[src/hdl/pwm_ppg_map.vh]
// Register map, field positions and reset values of the 16-bit pulse timer
`ifndef PWM_PPG_MAP_VH
`define PWM_PPG_MAP_VH

// Register byte offsets (word aligned)
`define DUTY_LOW_OFS 8'h00
`define DUTY_HIGH_OFS 8'h04
`define PERIOD_LOW_OFS 8'h08
`define PERIOD_HIGH_OFS 8'h0C
`define LOWER_CTRL_OFS 8'h10
`define UPPER_CTRL_OFS 8'h14
`define STATUS_OFS 8'h18

// upper_timer_control fields
`define UCTRL_LEVEL_BIT 7
`define UCTRL_START_BIT 3
`define UCTRL_MODE_HI 2
`define UCTRL_MODE_LO 0
`define MODE_PWM16 3'h6
`define MODE_PPG16 3'h7

// lower_timer_control fields
`define LCTRL_HALVE_BIT 7
`define LCTRL_CLK_HI 6
`define LCTRL_CLK_LO 4
`define CLK_DIV2_11 3'h0
`define CLK_DIV2_7 3'h1
`define CLK_DIV2_5 3'h2
`define CLK_DIV2_3 3'h3
`define CLK_EXTERNAL 3'h7

// Prescaler tap exponents and prescaler width
`define TAP_EXP_11 4'hB
`define TAP_EXP_7 4'h7
`define TAP_EXP_5 4'h5
`define TAP_EXP_3 4'h3
`define PRESC_WIDTH 13

// Status word fields
`define STAT_CNT_LO 0
`define STAT_FF_BIT 16
`define STAT_RUN_BIT 17

// Reset values and counter maximum
`define CTRL_RESET 8'h00
`define CMP_RESET 16'h0000
`define CNT_MAX 16'hFFFF

// AHB-Lite encodings
`define HTRANS_NONSEQ_BIT 1
`define HSIZE_WORD 3'h2

`endif

[src/hdl/pwm_ppg_timer.v]
// 16-bit cascaded PWM / programmable pulse timer with an AHB-Lite slave
//
// How it works
// Two 8-bit counters chain into one 16-bit counter
// Counter steps on prescaler tick or external edge
// PWM: duty match toggles flip-flop, counting continues
// PWM: overflow toggles, clears counter, raises interrupt
// External input levels last two machine cycles
// Flip-flop loads initial level; reset clears it
// Output pin is complement of flip-flop
// PWM duty write while running waits for interrupt
// PWM duty write while stopped applies at once
// Duty reads return active value during PWM
// Software writes low byte before high byte
// Software updates duty right after the interrupt; the bench writes it just after start
// Stopping holds output level until level rewritten
// Software stops first, then changes level bit
// Clear bit 3 stops; clear bit 7 drives pin high
// Software stops counter before deep sleep
// PPG: duty match toggles; period match toggles, clears
// PPG compare registers unbuffered, written only when stopped
// Software sets the port latch before pulse output; the bench takes it as already set
// Low byte held, whole value committed on high byte
// Clock field picks prescaler tap or external pin
// Start clears counter; stop halts, keeps output
`include "pwm_ppg_map.vh"

module pwm_ppg_timer (
  // Clock and reset
  input wire sys_clk,
  input wire resetn,
  // AHB-Lite slave
  input wire hsel,
  input wire [7:0] haddr,
  input wire [1:0] htrans,
  input wire hwrite,
  input wire [2:0] hsize,
  input wire [31:0] hwdata,
  input wire hready,
  output reg hreadyout,
  output reg [31:0] hrdata,
  output reg hresp,
  // Timer pins
  input wire external_count_input,
  output reg inverted_pwm_pin,
  output reg inverted_ppg_pin,
  output reg period_irq
);

  ////////////////////////////////////////////////////////////////////////////
  // Bus slave state

  reg wr_pend_ff;
  reg [7:0] wr_addr_ff;
  wire addr_phase;
  wire wr_take;
  wire rd_take;
  wire [7:0] wr_byte;

  assign addr_phase = hsel & hready & htrans[`HTRANS_NONSEQ_BIT];
  // Only whole-word writes are taken; other sizes are dropped
  assign wr_take = addr_phase & hwrite & (hsize == `HSIZE_WORD);
  assign rd_take = addr_phase & ~hwrite;
  assign wr_byte = hwdata[7:0];

  // Reads get one wait state so a write just before is always visible
  always @(posedge sys_clk or negedge resetn) begin
    if (!resetn) begin
      wr_pend_ff <= 1'b0;
      wr_addr_ff <= 8'h00;
      hreadyout <= 1'b1;
      hresp <= 1'b0;
    end else begin
      wr_pend_ff <= wr_take;
      if (wr_take) begin
        wr_addr_ff <= haddr;
      end
      hreadyout <= ~rd_take;
      hresp <= 1'b0;
    end
  end

  wire wr_duty_lo = wr_pend_ff & (wr_addr_ff == `DUTY_LOW_OFS);
  wire wr_duty_hi = wr_pend_ff & (wr_addr_ff == `DUTY_HIGH_OFS);
  wire wr_per_lo = wr_pend_ff & (wr_addr_ff == `PERIOD_LOW_OFS);
  wire wr_per_hi = wr_pend_ff & (wr_addr_ff == `PERIOD_HIGH_OFS);
  wire wr_lctrl = wr_pend_ff & (wr_addr_ff == `LOWER_CTRL_OFS);
  wire wr_uctrl = wr_pend_ff & (wr_addr_ff == `UPPER_CTRL_OFS);

  ////////////////////////////////////////////////////////////////////////////
  // Control registers

  reg [7:0] lower_timer_control_ff;
  reg [7:0] upper_timer_control_ff;
  wire [2:0] mode;
  wire [2:0] clk_sel;
  wire prescaler_halve_select;
  wire start_now;
  wire start_new;
  wire pwm_mode;
  wire ppg_mode;
  wire running;

  assign mode = upper_timer_control_ff[`UCTRL_MODE_HI:`UCTRL_MODE_LO];
  assign clk_sel = lower_timer_control_ff[`LCTRL_CLK_HI:`LCTRL_CLK_LO];
  assign prescaler_halve_select = lower_timer_control_ff[`LCTRL_HALVE_BIT];
  assign start_now = upper_timer_control_ff[`UCTRL_START_BIT];
  assign start_new = wr_byte[`UCTRL_START_BIT];
  assign pwm_mode = (mode == `MODE_PWM16);
  assign ppg_mode = (mode == `MODE_PPG16);
  assign running = start_now & (pwm_mode | ppg_mode);

  always @(posedge sys_clk or negedge resetn) begin
    if (!resetn) begin
      lower_timer_control_ff <= `CTRL_RESET;
      upper_timer_control_ff <= `CTRL_RESET;
    end else begin
      if (wr_lctrl) begin
        lower_timer_control_ff <= wr_byte;
      end
      if (wr_uctrl) begin
        upper_timer_control_ff <= wr_byte;
      end
    end
  end

  ////////////////////////////////////////////////////////////////////////////
  // Count source

  reg [`PRESC_WIDTH-1:0] presc_ff;
  reg ext_prev_ff;
  reg [3:0] tap_exp;
  wire [`PRESC_WIDTH-1:0] tap_mask;
  wire presc_tick;
  wire ext_fall;
  wire count_tick;

  // Halving the rate doubles every division ratio
  always @* begin
    case (clk_sel)
      `CLK_DIV2_11: tap_exp = `TAP_EXP_11;
      `CLK_DIV2_7: tap_exp = `TAP_EXP_7;
      `CLK_DIV2_5: tap_exp = `TAP_EXP_5;
      `CLK_DIV2_3: tap_exp = `TAP_EXP_3;
      default: tap_exp = `TAP_EXP_3;
    endcase
    tap_exp = tap_exp + {3'h0, prescaler_halve_select};
  end

  assign tap_mask = ~({`PRESC_WIDTH{1'b1}} << tap_exp);
  assign presc_tick = ((presc_ff & tap_mask) == tap_mask);
  // Falling edges only; the source keeps each level two cycles or more
  assign ext_fall = ext_prev_ff & ~external_count_input;
  assign count_tick = (clk_sel == `CLK_EXTERNAL) ? ext_fall : presc_tick;

  always @(posedge sys_clk or negedge resetn) begin
    if (!resetn) begin
      presc_ff <= {`PRESC_WIDTH{1'b0}};
      ext_prev_ff <= 1'b1;
    end else begin
      presc_ff <= presc_ff + {{(`PRESC_WIDTH-1){1'b0}}, 1'b1};
      ext_prev_ff <= external_count_input;
    end
  end

  ////////////////////////////////////////////////////////////////////////////
  // Compare registers

  reg [7:0] duty_temp_ff;
  reg [7:0] period_temp_ff;
  reg [15:0] duty_pending_ff;
  reg [15:0] duty_active_ff;
  reg [15:0] period_active_ff;
  reg duty_waiting_ff;
  wire [15:0] duty_written;
  wire period_hit;

  assign duty_written = {wr_byte, duty_temp_ff};

  always @(posedge sys_clk or negedge resetn) begin
    if (!resetn) begin
      duty_temp_ff <= 8'h00;
      period_temp_ff <= 8'h00;
      duty_pending_ff <= `CMP_RESET;
      duty_active_ff <= `CMP_RESET;
      period_active_ff <= `CMP_RESET;
      duty_waiting_ff <= 1'b0;
    end else begin
      if (wr_duty_lo) begin
        duty_temp_ff <= wr_byte;
      end
      if (wr_per_lo) begin
        period_temp_ff <= wr_byte;
      end
      if (wr_per_hi) begin
        period_active_ff <= {wr_byte, period_temp_ff};
      end
      // A write landing with the interrupt stays pending for the next one
      if (period_hit && duty_waiting_ff) begin
        duty_active_ff <= duty_pending_ff;
        duty_waiting_ff <= 1'b0;
      end
      if (wr_duty_hi) begin
        if (running && pwm_mode) begin
          duty_pending_ff <= duty_written;
          duty_waiting_ff <= 1'b1;
        end else begin
          duty_active_ff <= duty_written;
          duty_pending_ff <= duty_written;
          duty_waiting_ff <= 1'b0;
        end
      end
    end
  end

  ////////////////////////////////////////////////////////////////////////////
  // Cascaded counter and output flip-flop

  reg [7:0] cnt_lo_ff;
  reg [7:0] cnt_hi_ff;
  reg output_toggle_flipflop;
  wire [15:0] cnt;
  wire duty_hit;
  wire end_hit;
  reg nxt_toggle;
  reg nxt_level;

  assign cnt = {cnt_hi_ff, cnt_lo_ff};
  assign duty_hit = running & count_tick & (cnt == duty_active_ff);
  assign end_hit = pwm_mode ? (cnt == `CNT_MAX) :
                   (cnt == period_active_ff);
  assign period_hit = running & count_tick & end_hit;

  // Both edges on one tick cancel out
  always @* begin
    nxt_toggle = duty_hit ^ period_hit;
    nxt_level = output_toggle_flipflop ^ nxt_toggle;
    if (wr_uctrl && !(start_now && !start_new)) begin
      // Load while stopped or on a write keeping bit 3 set; a stopping write holds the level
      nxt_level = wr_byte[`UCTRL_LEVEL_BIT];
    end
  end

  always @(posedge sys_clk or negedge resetn) begin
    if (!resetn) begin
      cnt_lo_ff <= 8'h00;
      cnt_hi_ff <= 8'h00;
      output_toggle_flipflop <= 1'b0;
    end else begin
      output_toggle_flipflop <= nxt_level;
      if (wr_uctrl && start_new && !start_now) begin
        cnt_lo_ff <= 8'h00;
        cnt_hi_ff <= 8'h00;
      end else if (period_hit) begin
        cnt_lo_ff <= 8'h00;
        cnt_hi_ff <= 8'h00;
      end else if (running && count_tick) begin
        cnt_lo_ff <= cnt_lo_ff + 8'h01;
        if (cnt_lo_ff == 8'hFF) begin
          cnt_hi_ff <= cnt_hi_ff + 8'h01;
        end
      end
    end
  end

  ////////////////////////////////////////////////////////////////////////////
  // Pins and interrupt

  always @(posedge sys_clk or negedge resetn) begin
    if (!resetn) begin
      inverted_pwm_pin <= 1'b1;
      inverted_ppg_pin <= 1'b1;
      period_irq <= 1'b0;
    end else begin
      inverted_pwm_pin <= ~nxt_level;
      inverted_ppg_pin <= ~nxt_level;
      period_irq <= period_hit;
    end
  end

  ////////////////////////////////////////////////////////////////////////////
  // Read data

  reg rd_pend_ff;
  reg [7:0] rd_addr_ff;
  reg [31:0] rd_word;

  always @* begin
    rd_word = 32'h0000_0000;
    case (rd_addr_ff)
      `DUTY_LOW_OFS: rd_word[7:0] = duty_active_ff[7:0];
      `DUTY_HIGH_OFS: rd_word[7:0] = duty_active_ff[15:8];
      `PERIOD_LOW_OFS: rd_word[7:0] = period_active_ff[7:0];
      `PERIOD_HIGH_OFS: rd_word[7:0] = period_active_ff[15:8];
      `LOWER_CTRL_OFS: rd_word[7:0] = lower_timer_control_ff;
      `UPPER_CTRL_OFS: rd_word[7:0] = upper_timer_control_ff;
      `STATUS_OFS: begin
        rd_word[`STAT_CNT_LO+15:`STAT_CNT_LO] = cnt;
        rd_word[`STAT_FF_BIT] = output_toggle_flipflop;
        rd_word[`STAT_RUN_BIT] = running;
      end
      default: rd_word = 32'h0000_0000;
    endcase
  end

  always @(posedge sys_clk or negedge resetn) begin
    if (!resetn) begin
      rd_pend_ff <= 1'b0;
      rd_addr_ff <= 8'h00;
      hrdata <= 32'h0000_0000;
    end else begin
      rd_pend_ff <= rd_take;
      if (rd_take) begin
        rd_addr_ff <= haddr;
      end
      if (rd_pend_ff) begin
        hrdata <= rd_word;
      end
    end
  end

endmodule // pwm_ppg_timer

[config.mk]
export PLATFORM = sky130hd
export DESIGN_NAME = pwm_ppg_timer
export DESIGN_NICKNAME = d
export VERILOG_FILES = /design/src/hdl/pwm_ppg_timer.v
export VERILOG_INCLUDE_DIRS = /design/src /design/src/hdl
export SDC_FILE = /design/constraint.sdc
export NUM_CORES = 1
export LEC_CHECK = 0
export BUFFER_PORTS_ARGS = -buffer_cell sky130_fd_sc_hd__buf_2
export CELL_PAD_IN_SITES_DETAIL_PLACEMENT = 0
export CELL_PAD_IN_SITES_GLOBAL_PLACEMENT = 1
export CORE_UTILIZATION = 46
export DETAILED_ROUTE_END_ITERATION = 8
export PLACE_DENSITY = 0.85
export SYNTH_ARGS = -nofsm -noshare
export SYNTH_HDL_FRONTEND = slang
export SYNTH_SLANG_ARGS = --single-unit
[constraint.sdc]
create_clock -name sys_clk -period 2.79 [get_ports sys_clk]
set_input_delay 0.1395 -clock sys_clk [delete_from_list [all_inputs] [get_ports sys_clk]]
set_output_delay 0.1395 -clock sys_clk [all_outputs]
set_load 0.02 [all_outputs]
-- Yosys cells after proc, flatten, opt, wreduce, memory -nomap -nowiden
Index checks and enable logic that the tools add are counted.
- output and inout port bits: 37
- bits in writable memories: 0
- flip-flop bits (word level): 151
- ROM bits: 0
- bits in latches: 0
- memories kept: 0
- input bits: 51
- reduce and logical (&&, ||, !) cells: 17
- multiplexer cells: 19
- bitwise gates (word level): 25
- shifts and indexed selects: 1
- $add $sub $neg: 4
- multiply operators: 0
- equality and inequality tests: 22
- magnitude comparators: 0
- div/mod/pow operators: 0
- operator list (kind ; number):
    $mux 8 ; 7
    $pmux 8 s7 ; 1
    $mux 16 ; 3
    $eq 8x5->1 const B ; 5
    $eq 16x16->1 ; 2
    $eq 8x4->1 const B ; 4
    $add 8x1->8 const B ; 2
    $and 1x1->1 ; 16
    $eq 16x16->1 const B ; 1
    $eq 8x3->1 const B ; 2
    $logic_not 8->1 ; 2
    $add 13x1->13 const B ; 1
    $and 13x13->13 ; 1
    $eq 13x13->1 ; 1
    $not 13->13 ; 1
    $shl 13x4->13 const A ; 1
    $pmux 4 s3 ; 1
    $mux 10 ; 1
    $eq 3x3->1 const B ; 3
    $eq 8x8->1 const B ; 1
    $logic_and 1x1->1 ; 7
    $eq 3x2->1 const B ; 2
    $mux 1 ; 6
    $reduce_bool 3->1 ; 2
    other kinds (9) ; 15

-- Depth between registers and ports, before layout
Gate-level depths: netlist of the first run.
- depth after elaboration: 14
- gate-level depth with buffers: 14
- mapped depth without buffers: 12

-- Worst setup path before layout of the first run
No wires, ideal clock.
- path type: flip-flop to flip-flop
- from: register lower_timer_control_ff[4]
- to: register cnt_hi_ff[5]
- stages on the path, launching flop included: 13
- clock period less this slack: 2513 ps
- library setup time: 77 ps
- data arrival time: 2436 ps
- slack: 277 ps
- data required time: 2713 ps
- path through: dfrtp_1 > nor2_1 > nand2_1 > ha_1 > inv_1 > ha_1 > o21ai_1 > a221oi_1 > and4_1 > buf_4 > o211ai_4 > or4_1 > a21oi_1
- longest elaborated chain between the ends: 12
- RTL lines (what ; RTL line ; RTL):
    start, declared ; pwm_ppg_timer.v:93 ; reg [7:0] lower_timer_control_ff;
    start signal, assigned ; pwm_ppg_timer.v:115 ; lower_timer_control_ff <= `CTRL_RESET;
    start signal, assigned ; pwm_ppg_timer.v:119 ; lower_timer_control_ff <= wr_byte;
    $eq 3x2->1 (tied with other cells) ; pwm_ppg_timer.v:140 ; case (clk_sel)
    $pmux 4 s3 ; pwm_ppg_timer.v:140 ;
    $add 4x1->4 ; pwm_ppg_timer.v:147 ; tap_exp = tap_exp + {3'h0, prescaler_halve_select};
    $shl 13x4->13 ; pwm_ppg_timer.v:150 ; assign tap_mask = ~({`PRESC_WIDTH{1'b1}} << tap_exp);
    $not 13->13 ; pwm_ppg_timer.v:150 ;
    $and 13x13->13 ; pwm_ppg_timer.v:151 ; assign presc_tick = ((presc_ff & tap_mask) == tap_mask);
    $eq 13x13->1 ; pwm_ppg_timer.v:151 ;
    $mux 1 * ; pwm_ppg_timer.v:154 ; assign count_tick = (clk_sel == `CLK_EXTERNAL) ? ext_fall : presc_tick;
    $and 1x1->1 (2 in a row) ; pwm_ppg_timer.v:232 ; assign period_hit = running & count_tick & end_hit;
    $reduce_bool 3->1 (no line) or $mux 8 (tied branches) ; - ;
    $reduce_and 2->1 (no line) or $mux 8 (tied branches) ; - ;
    end signal, assigned ; pwm_ppg_timer.v:260 ; cnt_hi_ff <= cnt_hi_ff + 8'h01;
    end, declared ; pwm_ppg_timer.v:220 ; reg [7:0] cnt_hi_ff;
Every way passes the cells marked *; elsewhere a longest branch is shown, timed or not.
A chain may end at the register's enable or synchronous reset.

-- Final worst setup path of the first run
- from: register lower_timer_control_ff[5]
- to: register cnt_hi_ff[5]
The elaborated chain is that of the path after synthesis.

==> impl_summary.md, run 1 <==
Run status
The run finished with clean final reports.

Timing
Setup violations remaining at the end of the flow were counted as 0. The final-layout worst hold slack is between 0.08 and 0.09 ns. The final count of hold timing violations was 0. The timing-limited maximum frequency is approximately 370 MHz. The transition time of the tightest slew-check pin is 0.811 ns. The minimum clock period after layout is approximately 2.7 ns. On the final layout, the worst clock skew is between 0.015 and 0.02 ns. Setup repair after global routing left no endpoint under its margin. The final number of max-transition violations is 0. The headroom to the max-slew limit is 0.459. The period utilization is 0.965.

Logic synthesis
The total standard cell area after synthesis is roughly 7700 um^2. The area share of the leading cell type in the synthesized netlist is 0.484. In the post-synthesis netlist, the biggest area contributors are sky130_fd_sc_hd__dfrtp_1 48%, sky130_fd_sc_hd__mux2_2 9.4%, sky130_fd_sc_hd__nand2_1 4.3%, sky130_fd_sc_hd__xor2_1 3.1%, sky130_fd_sc_hd__nor2_1 2.7%.

The most common cell in the synthesized netlist is sky130_fd_sc_hd__dfrtp_1. The commonest cells after synthesis are 148 x sky130_fd_sc_hd__dfrtp_1, 88 x sky130_fd_sc_hd__nand2_1, 64 x sky130_fd_sc_hd__mux2_2, 55 x sky130_fd_sc_hd__nor2_1, 31 x sky130_fd_sc_hd__clkbuf_1. The count of flip-flops with a built-in enable after synthesis is 0. The cell taking the most area after synthesis is sky130_fd_sc_hd__dfrtp_1. The synthesized design contains approximately 150 register bits. Averaged over all synthesized cells, the footprint is roughly 10 um^2. The total of warnings raised by yosys is 0. The flip-flop cell with the highest count after synthesis is sky130_fd_sc_hd__dfrtp_1. Of the synthesized area, sequential elements account for 0.494. The proportion of synthesized flip-flops having asynchronous set or reset is 1.00.

The number of cells produced by synthesis is 748. The distinct cell type count of the synthesized netlist is 62.

Clock tree
Buffers inserted during clock tree synthesis total 17. Clock latency on the worst-skew pair, taken at its later pin, is around 0.43 ns. The clock input transition at the sequential cells of the worst setup and hold paths is roughly 0.06 ns.

For this design, the sink count on the clock tree is about 150. The CTS H-tree depth is 4. The tree is rooted in a sky130_fd_sc_hd__clkbuf_16. The maximum root-to-sink buffer count is 2. The TritonCTS clock tree is built.

Floorplanning
The starting density of the core is 0.477. The horizontal extent of the die is ~130 um. The total area inside the core boundary comes to roughly 16000 um^2. The total I/O pin count is about 90. The area of the die is 17200 um^2. The floorplan has 46 rows. The die is approximately 130 um tall.

Power
The power share of the combinational group is 0.133. IR analysis of the VDD net gives a maximum drop of approximately 0.43 mV. Total power for the finished layout comes to between 5000 and 6000 uW. The power share of the clock group is 0.409. The switching share of total power is 0.277. Summed over all cells, the static leakage comes to 0.00407 uW. The share of total power dissipated in sequential elements is 0.458. The internal power contribution is 3860 uW. The power per standard cell area is about 600 nW/um^2.

For this design the total switching power over the nets is 1480 uW.

Routing
The total met2 wirelength after detailed routing is roughly 9400 um. Detailed routing placed a total of 1020 um of wire on met3. The number of search-and-repair iterations in the first detailed-routing pass is 6. The highest metal layer with signal wires is met4. The final antenna-violating net count is 0.

The via count is just under 6000. After detailed routing, the wire length on met1 is about 8800 um. After detailed routing, the average wire length per cell comes to roughly 19 um. For this run, design rule violations remaining after detail routing come to 0. The final wirelength is between 15000 and 20000 um. After the first detailed-routing iteration, the DRC count stood at approximately 570. The average via count per standard cell is around 5.7.

Global routing
The total global routing track utilization is 0.249. The first global-routing pass estimated 31700 um of wire. The number of global-route vias before repair came to between 5000 and 6000.

Entering global routing, the biggest net connects 70 pins. The leftover overflow at the end of global routing is 0. The number of antenna violations at the first check in global routing was 0.

Run
The count of maximum capacitance violations is 0.

Critical path
The startpoint type of the worst setup path is a flop. STA puts the critical path data arrival time at roughly 3.0 ns. The critical-path maximum fanout is 10. The required time reported for the critical path endpoint is 3.14 ns.

The sort of element at the end of the critical path is a flop. The worst setup path category is flop to flop.

Finish
Leaving out filler cells and counting taps, the final layout contains between 1000 and 1500. Relative to the synthesized area, the layout overhead comes to 16.3%. The share of post-route cells with drive strength above 1 is 0.240. The final layout contains about 900 nets. The total inserted antenna cells is 0.

Placement
The count of port buffers added during placement is between 40 and 50. The routability-driven placement congestion ratio is between 0.9 and 1. Detailed placement ended at an HPWL of between 10000 and 15000 um.

Once placement completed, the tool counted placed cells totaling 1000.

Min path
The path type of the worst min-delay path is input pin to flop.
==> sequential cells by signal, summed over array words and instances, names as in the netlist, 13 cells and up <==
name              flops
hrdata               18
presc_ff             13
duty_pending_ff      16
period_active_ff     16
duty_active_ff       16
==> worst max-delay path, stage by stage, from the launching register on <==
cell,delay [ns]
sky130_fd_sc_hd__dfrtp_2,0.44
sky130_fd_sc_hd__nand2_1,0.10
sky130_fd_sc_hd__ha_1,0.18
sky130_fd_sc_hd__inv_1,0.08
sky130_fd_sc_hd__ha_4,0.28
sky130_fd_sc_hd__o211ai_1,0.08
sky130_fd_sc_hd__a222oi_1,0.28
sky130_fd_sc_hd__and4_4,0.34
sky130_fd_sc_hd__o211ai_4,0.14
sky130_fd_sc_hd__or4_4,0.54
sky130_fd_sc_hd__a21oi_1,0.16
==> power by group through the flow <==
stage / Clock [uW] / Combinational [uW] / Sequential, uW
after floorplan: 0 / 451 / 2450
after global placement: 0 / 669 / 2470
after detailed placement: 0 / 687 / 2480
after CTS: 2220 / 702 / 2440
after global routing: 2320 / 780 / 2460
final: 2190 / 713 / 2450
==> layout by cell type, fill, tap and decap left out, drive strengths merged, types with 8 or more instances in the layout <==
cell,count
clkbuf,18
mux2i,13
o21ai,29
buf,83
conb,15
nand2,88
a22oi,9
clkinv,11
a21oi,21
o22ai,20
o31ai,19
nor2,55
dfrtp,148
a31oi,19
dlygate4sd3,11
or3,10
nand3,14
mux2,64
xor2,27
nand4,22
xnor2,12
nor3,8
inv,34
==> metal layers <==
metal / up-vias / global-route usage
met5: - / 0
met4: 0 / 0.0859
met3: 33 / 0.0460
met2: 212 / 0.404
met1: 2949 / 0.334
li1: 2762 / -
==> through the flow <==
step | area [um^2] | utilization | setup TNS (ns) | worst slack [ns]
2_1_floorplan | 7700 | - | 0 | 0.277
3_5_place_dp | 8190 | 0.510 | -0.730 | -0.0919
4_1_cts | 8860 | 0.552 | 0 | 0.00784
6_report | 8900 | 0.554 | 0 | 0.0974
5_1_grt | 8900 | 0.554 | 0 | 0.00126
3_3_place_gp | 8190 | 0.510 | 0 | 0.0422
==> layout make-up <==
| class | count | area (um^2) |
|---|---|---|
| clock buffers | 18 | 439 |
| clock inverters | 14 | 124 |
| fillers | 1374 | 7160 |
| inverters | 33 | 124 |
| multi-input cells | 519 | 3500 |
| flip-flops and latches | 151 | 3780 |
| well taps | 216 | 270 |
| repair buffers | 94 | 659 |
==> cell families after synthesis <==
group,after synthesis,synth area share
other cells,1,0.000490
xor+xnor,39,0.0446
buf+inv,92,0.0584
simple gates,236,0.150
fa+ha+maj,7,0.0114
flops,151,0.494
compound gates,143,0.124
mux,79,0.117
==> path summary, 6_finish.rpt <==
path                                            from            endpoint  slack [ns]  cells after the start
max                        lower_timer_control_ff[5]        cnt_hi_ff[5]         0.1                     10
min                                        hwdata[4]  duty_active_ff[12]        0.09                      3
max reg2reg                lower_timer_control_ff[5]        cnt_hi_ff[5]         0.1                     10
min reg2reg                              presc_ff[4]         presc_ff[4]        0.48                      1
max in group asynchronous                     resetn  duty_pending_ff[6]        1.70                      3
min in group asynchronous                     resetn         presc_ff[6]        0.30                      2
==> repair_timing <==
item / 4_1_cts / 5_1_grt
endpoints found under the hold margin: 81 / 0
hold buffers: 11 / 0
buffers inserted: 0 / 2
pin swaps: 0 / 1
gates resized for setup: 2 / 6
endpoints found under the setup margin: 21 / 33
(Power assumes the default switching activity.)
==> inputs of run 2 (changes only) <==
ABC_AREA = 1   (was not set)
CORE_UTILIZATION = 43   (was 46)
PLACE_DENSITY = 0.84   (was 0.85)
REMOVE_ABC_BUFFERS = 1   (was not set)
==> run 2 against run 1 <==
  * Clock skew down 0.0070 ns
  * Sequential share of layout area down 1.3 points
  * Flip-flop and latch count unchanged
  * Design area up 3.0%
  * Die area up 10%
  * Via count up 13%
  * Largest power group unchanged
==> impl_summary.md, run 2 <==
Logic synthesis
The number of synthesized register bits is 151. Sorting the synthesized cells by how often they occur yields 280 x sky130_fd_sc_hd__nand2_1, 161 x sky130_fd_sc_hd__inv_1, 148 x sky130_fd_sc_hd__dfrtp_1, 88 x sky130_fd_sc_hd__o21ai_0, 84 x sky130_fd_sc_hd__nand3_1. The total standard cell area after synthesis is slightly below 8000 um^2. Of the synthesized area, sequential elements account for 0.480. In the synthesized netlist the dominant register cell turns out to be sky130_fd_sc_hd__dfrtp_1. Of all flip-flops after synthesis, the portion carrying an async set or reset was 1.00.

The area share of the leading cell type in the synthesized netlist is 0.470. The total of warnings raised by yosys is 0. In this run, synthesis inferred 0 flip-flops with an integrated enable. Ranked by total cell area, the synthesized netlist is headed by sky130_fd_sc_hd__dfrtp_1 47%, sky130_fd_sc_hd__nand2_1 13%, sky130_fd_sc_hd__inv_1 7.7%, sky130_fd_sc_hd__o21ai_0 5.6%, sky130_fd_sc_hd__nand3_1 5.3%. Summed over all instances, the cell type with the most area after synthesis is sky130_fd_sc_hd__dfrtp_1.

The most common cell in the synthesized netlist is sky130_fd_sc_hd__nand2_1. The mean post-synth cell area is a little under 8 um^2. Counting every instance in the synthesized netlist gives ~1000.

In this run, distinct cell masters in the synthesized netlist total 40.

Finish
The total inserted antenna cells is 0. Counting flops per register, the top entry is hrdata. Leaving out fill and tap cells, the most frequent cell in the layout is sky130_fd_sc_hd__nand2_1. In the layout the commonest cells are 278 x sky130_fd_sc_hd__nand2_1, 161 x sky130_fd_sc_hd__inv_1, 148 x sky130_fd_sc_hd__dfrtp_1.

In the final layout, the share of cells above drive strength 1 is 0.121. Compared with the post-synthesis result, the final layout area differs by 16.4%. For this run, the post-layout net count is around 1200. The number of flip-flops under the largest register name is 18. The area of all placed cells without fillers is 9170 um^2. The utilization after layout is 0.510.

The finished layout holds 1341 standard cells, fillers aside.

Power
Summed over all cells, the static leakage comes to slightly below 0.005 uW. Dividing total power by cell area gives a power density of ~620 nW/um^2. IR analysis of the VDD net gives a maximum drop of between 0.5 and 0.6 mV.

Timing
The transition time of the tightest slew-check pin is 0.657 ns. The period utilization is 0.915. The minimum clock period after layout is ~2.6 ns. Setup violations remaining at the end of the flow were counted as 0. The headroom to the max-slew limit is 0.562. The final count of hold timing violations is 0. Setup total negative slack on the finished layout was measured at 0 ns. The final number of max-transition violations is 0. The timing-limited maximum frequency is 392 MHz. The worst-case clock skew is approximately 0.0081 ns.

Placement
The estimated wirelength of the detail-placed design is ~15000 um. The congestion estimate from routability-driven global placement came to between 0.9 and 1. The number of cells after detailed placement is 1288.

The count of port buffers added during placement is 47. The cell area after placement is roughly 8400 um^2.

Critical path
The biggest cell delay along the critical path is approximately 0.4 ns. The worst setup path is launched from a flop. Tracing the worst setup path back leads to its startpoint at lower_timer_control_ff[5]. The cell type of the slowest stage on the worst timing path is sky130_fd_sc_hd__dfrtp_1. The endpoint arrival time on the critical path is ~2.9 ns.

Among cell families on the critical path, the largest total delay comes from simple AND/OR/NAND/NOR gates. The worst setup path category is flop to flop. For the worst flop-to-flop path, the logic depth is 18. The setup slack of the most critical reg-to-reg path is roughly 0.24 ns. The most numerous cell on the critical path is sky130_fd_sc_hd__nand2_1. The worst register-to-register path begins at lower_timer_control_ff[5]. The count of buffering cells on the critical path with inverters included is 3.

The sort of element at the end of the critical path is a flop. The endpoint of the worst-slack reg-to-reg timing path is duty_active_ff[9]. At the worst endpoint, the required time is 3.10 ns. The signal on the critical path passes through nand3_1 -> ha_1 -> inv_1 -> ha_4 -> nand2_1 -> inv_1 -> nand2_1 -> nand2_1 -> nand2_1 -> nor2_1 -> nand3_2 -> nand2_2 -> nand2_4 -> nor2_8 -> buf_12 -> nand3_1 -> nand3_1 -> o21ai_1.

The critical-path maximum fanout is 10. In this run the worst setup path terminates at duty_active_ff[9]. Counting buffers and inverters, the worst setup path is 18 cells deep.

Routing
Summing over every cut layer, the via total after detailed routing is 6716. The final wirelength is approximately 21000 um. The final antenna-violating net count is 0. In the final routed layout, each cell accounts on average for roughly 15 um. The count of unresolved DRC violations after routing is 0.

The pre-antenna-repair detailed-routing pass consisted of 5 iterations. The average via count per standard cell is about 5.0. After the first detailed-routing iteration, the DRC count stood at roughly 530.

Clock tree
TritonCTS built the clock tree. Counting along the longest clock path gives a buffer depth of 2. The tree is rooted in a sky130_fd_sc_hd__clkbuf_16. Clock tree synthesis found a total of about 150 sinks.

The clock input transition at the sequential cells of the worst setup and hold paths is about 0.070 ns. The number of buffers created by CTS is 17. The source-to-sink clock delay at the later pin of the worst-skew pair is between 0.4 and 0.5 ns. The CTS H-tree depth is 4.

Floorplanning
The floorplan step set the die height to about 140 um. 88 I/O pins were placed. The area of the die is about 19000 um^2. After floorplanning, the core was divided into between 40 and 50 placement rows. The total core area is between 15000 and 20000 um^2.

The horizontal extent of the die is between 100 and 150 um. The starting density of the core is 0.439.

Global routing
The number of antenna violations at the first check in global routing was 0. The number of global-route vias before repair came to ~6200. The largest net degree at the start of global routing is about 70. The total global routing track utilization is 0.238.

The first-pass GRT wire length is roughly 34000 um. The leftover overflow at the end of global routing is 0.

Min path
The tightest min-delay check is of the input pin to flop type.

Run status
The run finished with clean final reports.

Run
The count of maximum capacitance violations is 0.
-- run 2: changes by cell type after synthesis, sizes merged, moves of 12 or more --
cell,previous run,this run
a21oi,21,33
a31oi,19,0
inv,30,165
mux2,64,3
mux2i,13,0
nand2,88,283
nand3,14,89
nand4,22,10
o21ai,29,103
o31ai,19,1
-- run 2: worst min path at each step --
stage / cells after the start / slack [ns] / to / from
after CTS: 3 / 0.008 / duty_active_ff[11] / hwdata[3]
after detailed placement: 1 / 0.20 / presc_ff[7] / resetn
after global placement: 1 / 0.19 / presc_ff[7] / resetn
final: 3 / 0.01 / duty_active_ff[11] / hwdata[3]
after global routing: 3 / 0.02 / duty_active_ff[11] / hwdata[3]
after floorplan: 0 / -0.16 / cnt_hi_ff[0] / resetn
-- run 2: cell families after synthesis --
kind of cell | synth area share
mux | 0.00429
simple gates | 0.255
buf+inv | 0.115
xor+xnor | 0.0267
flops | 0.480
other cells | 0.000476
fa+ha+maj | 0.0111
compound gates | 0.107
-- run 2: what timing repair did --
action / 4_1_cts / 5_1_grt
resized for setup: 0 / 7
hold buffers: 19 / 0
endpoints found under the hold margin: 89 / 0
setup endpoints to repair: 0 / 31
setup buffers: 0 / 1
-- run 2: metrics by stage --
stage          hold slack (ns)  worst slack (ns)  power, uW
3_3_place_gp             0.195             0.210       3500
3_5_place_dp             0.201             0.180       3520
5_1_grt                 0.0242         -0.000565       5990
4_1_cts                0.00822             0.142       5690
2_1_floorplan           -0.156             0.436       3130
6_report                0.0132             0.237       5710
-- run 2: final cells by class --
class | instances | area (um^2)
Timing Repair Buffer | 90 | 654
Multi-Input combinational cell | 674 | 3280
Inverter | 165 | 619
Sequential cell | 151 | 3780
Tap cell | 229 | 287
Clock buffer | 17 | 425
Fill cell | 1724 | 8790
Clock inverter | 15 | 120
-- run 2: power by group --
group          internal [uW]  switching [uW]
clock network           1160            1020
logic                    360             664
registers               2350             156
total                   3870            1840
-- run 2: worst register-to-register path, cell delays in order, from the launching register on --
cell,delay (ns)
sky130_fd_sc_hd__dfrtp_1,0.40
sky130_fd_sc_hd__nand3_1,0.14
sky130_fd_sc_hd__ha_1,0.19
sky130_fd_sc_hd__inv_1,0.08
sky130_fd_sc_hd__ha_4,0.28
sky130_fd_sc_hd__nand2_1,0.07
sky130_fd_sc_hd__inv_1,0.05
sky130_fd_sc_hd__nand2_1,0.05
sky130_fd_sc_hd__nand2_1,0.06
sky130_fd_sc_hd__nand2_1,0.05
sky130_fd_sc_hd__nor2_1,0.12
sky130_fd_sc_hd__nand3_2,0.11
sky130_fd_sc_hd__nand2_2,0.09
sky130_fd_sc_hd__nand2_4,0.09
sky130_fd_sc_hd__nor2_8,0.22
sky130_fd_sc_hd__buf_12,0.16
sky130_fd_sc_hd__nand3_1,0.11
sky130_fd_sc_hd__nand3_1,0.10
sky130_fd_sc_hd__o21ai_1,0.07
-- run 2: metal layers --
metal / global-route usage / share of wire / up-vias / routed length (um)
met5: 0 / 0 / - / 0
met4: 0.0775 / 0.017 / 0 / 351
met3: 0.0394 / 0.050 / 21 / 1040
met2: 0.380 / 0.46 / 175 / 9540
met1: 0.328 / 0.47 / 3151 / 9720
li1: - / - / 3369 / -
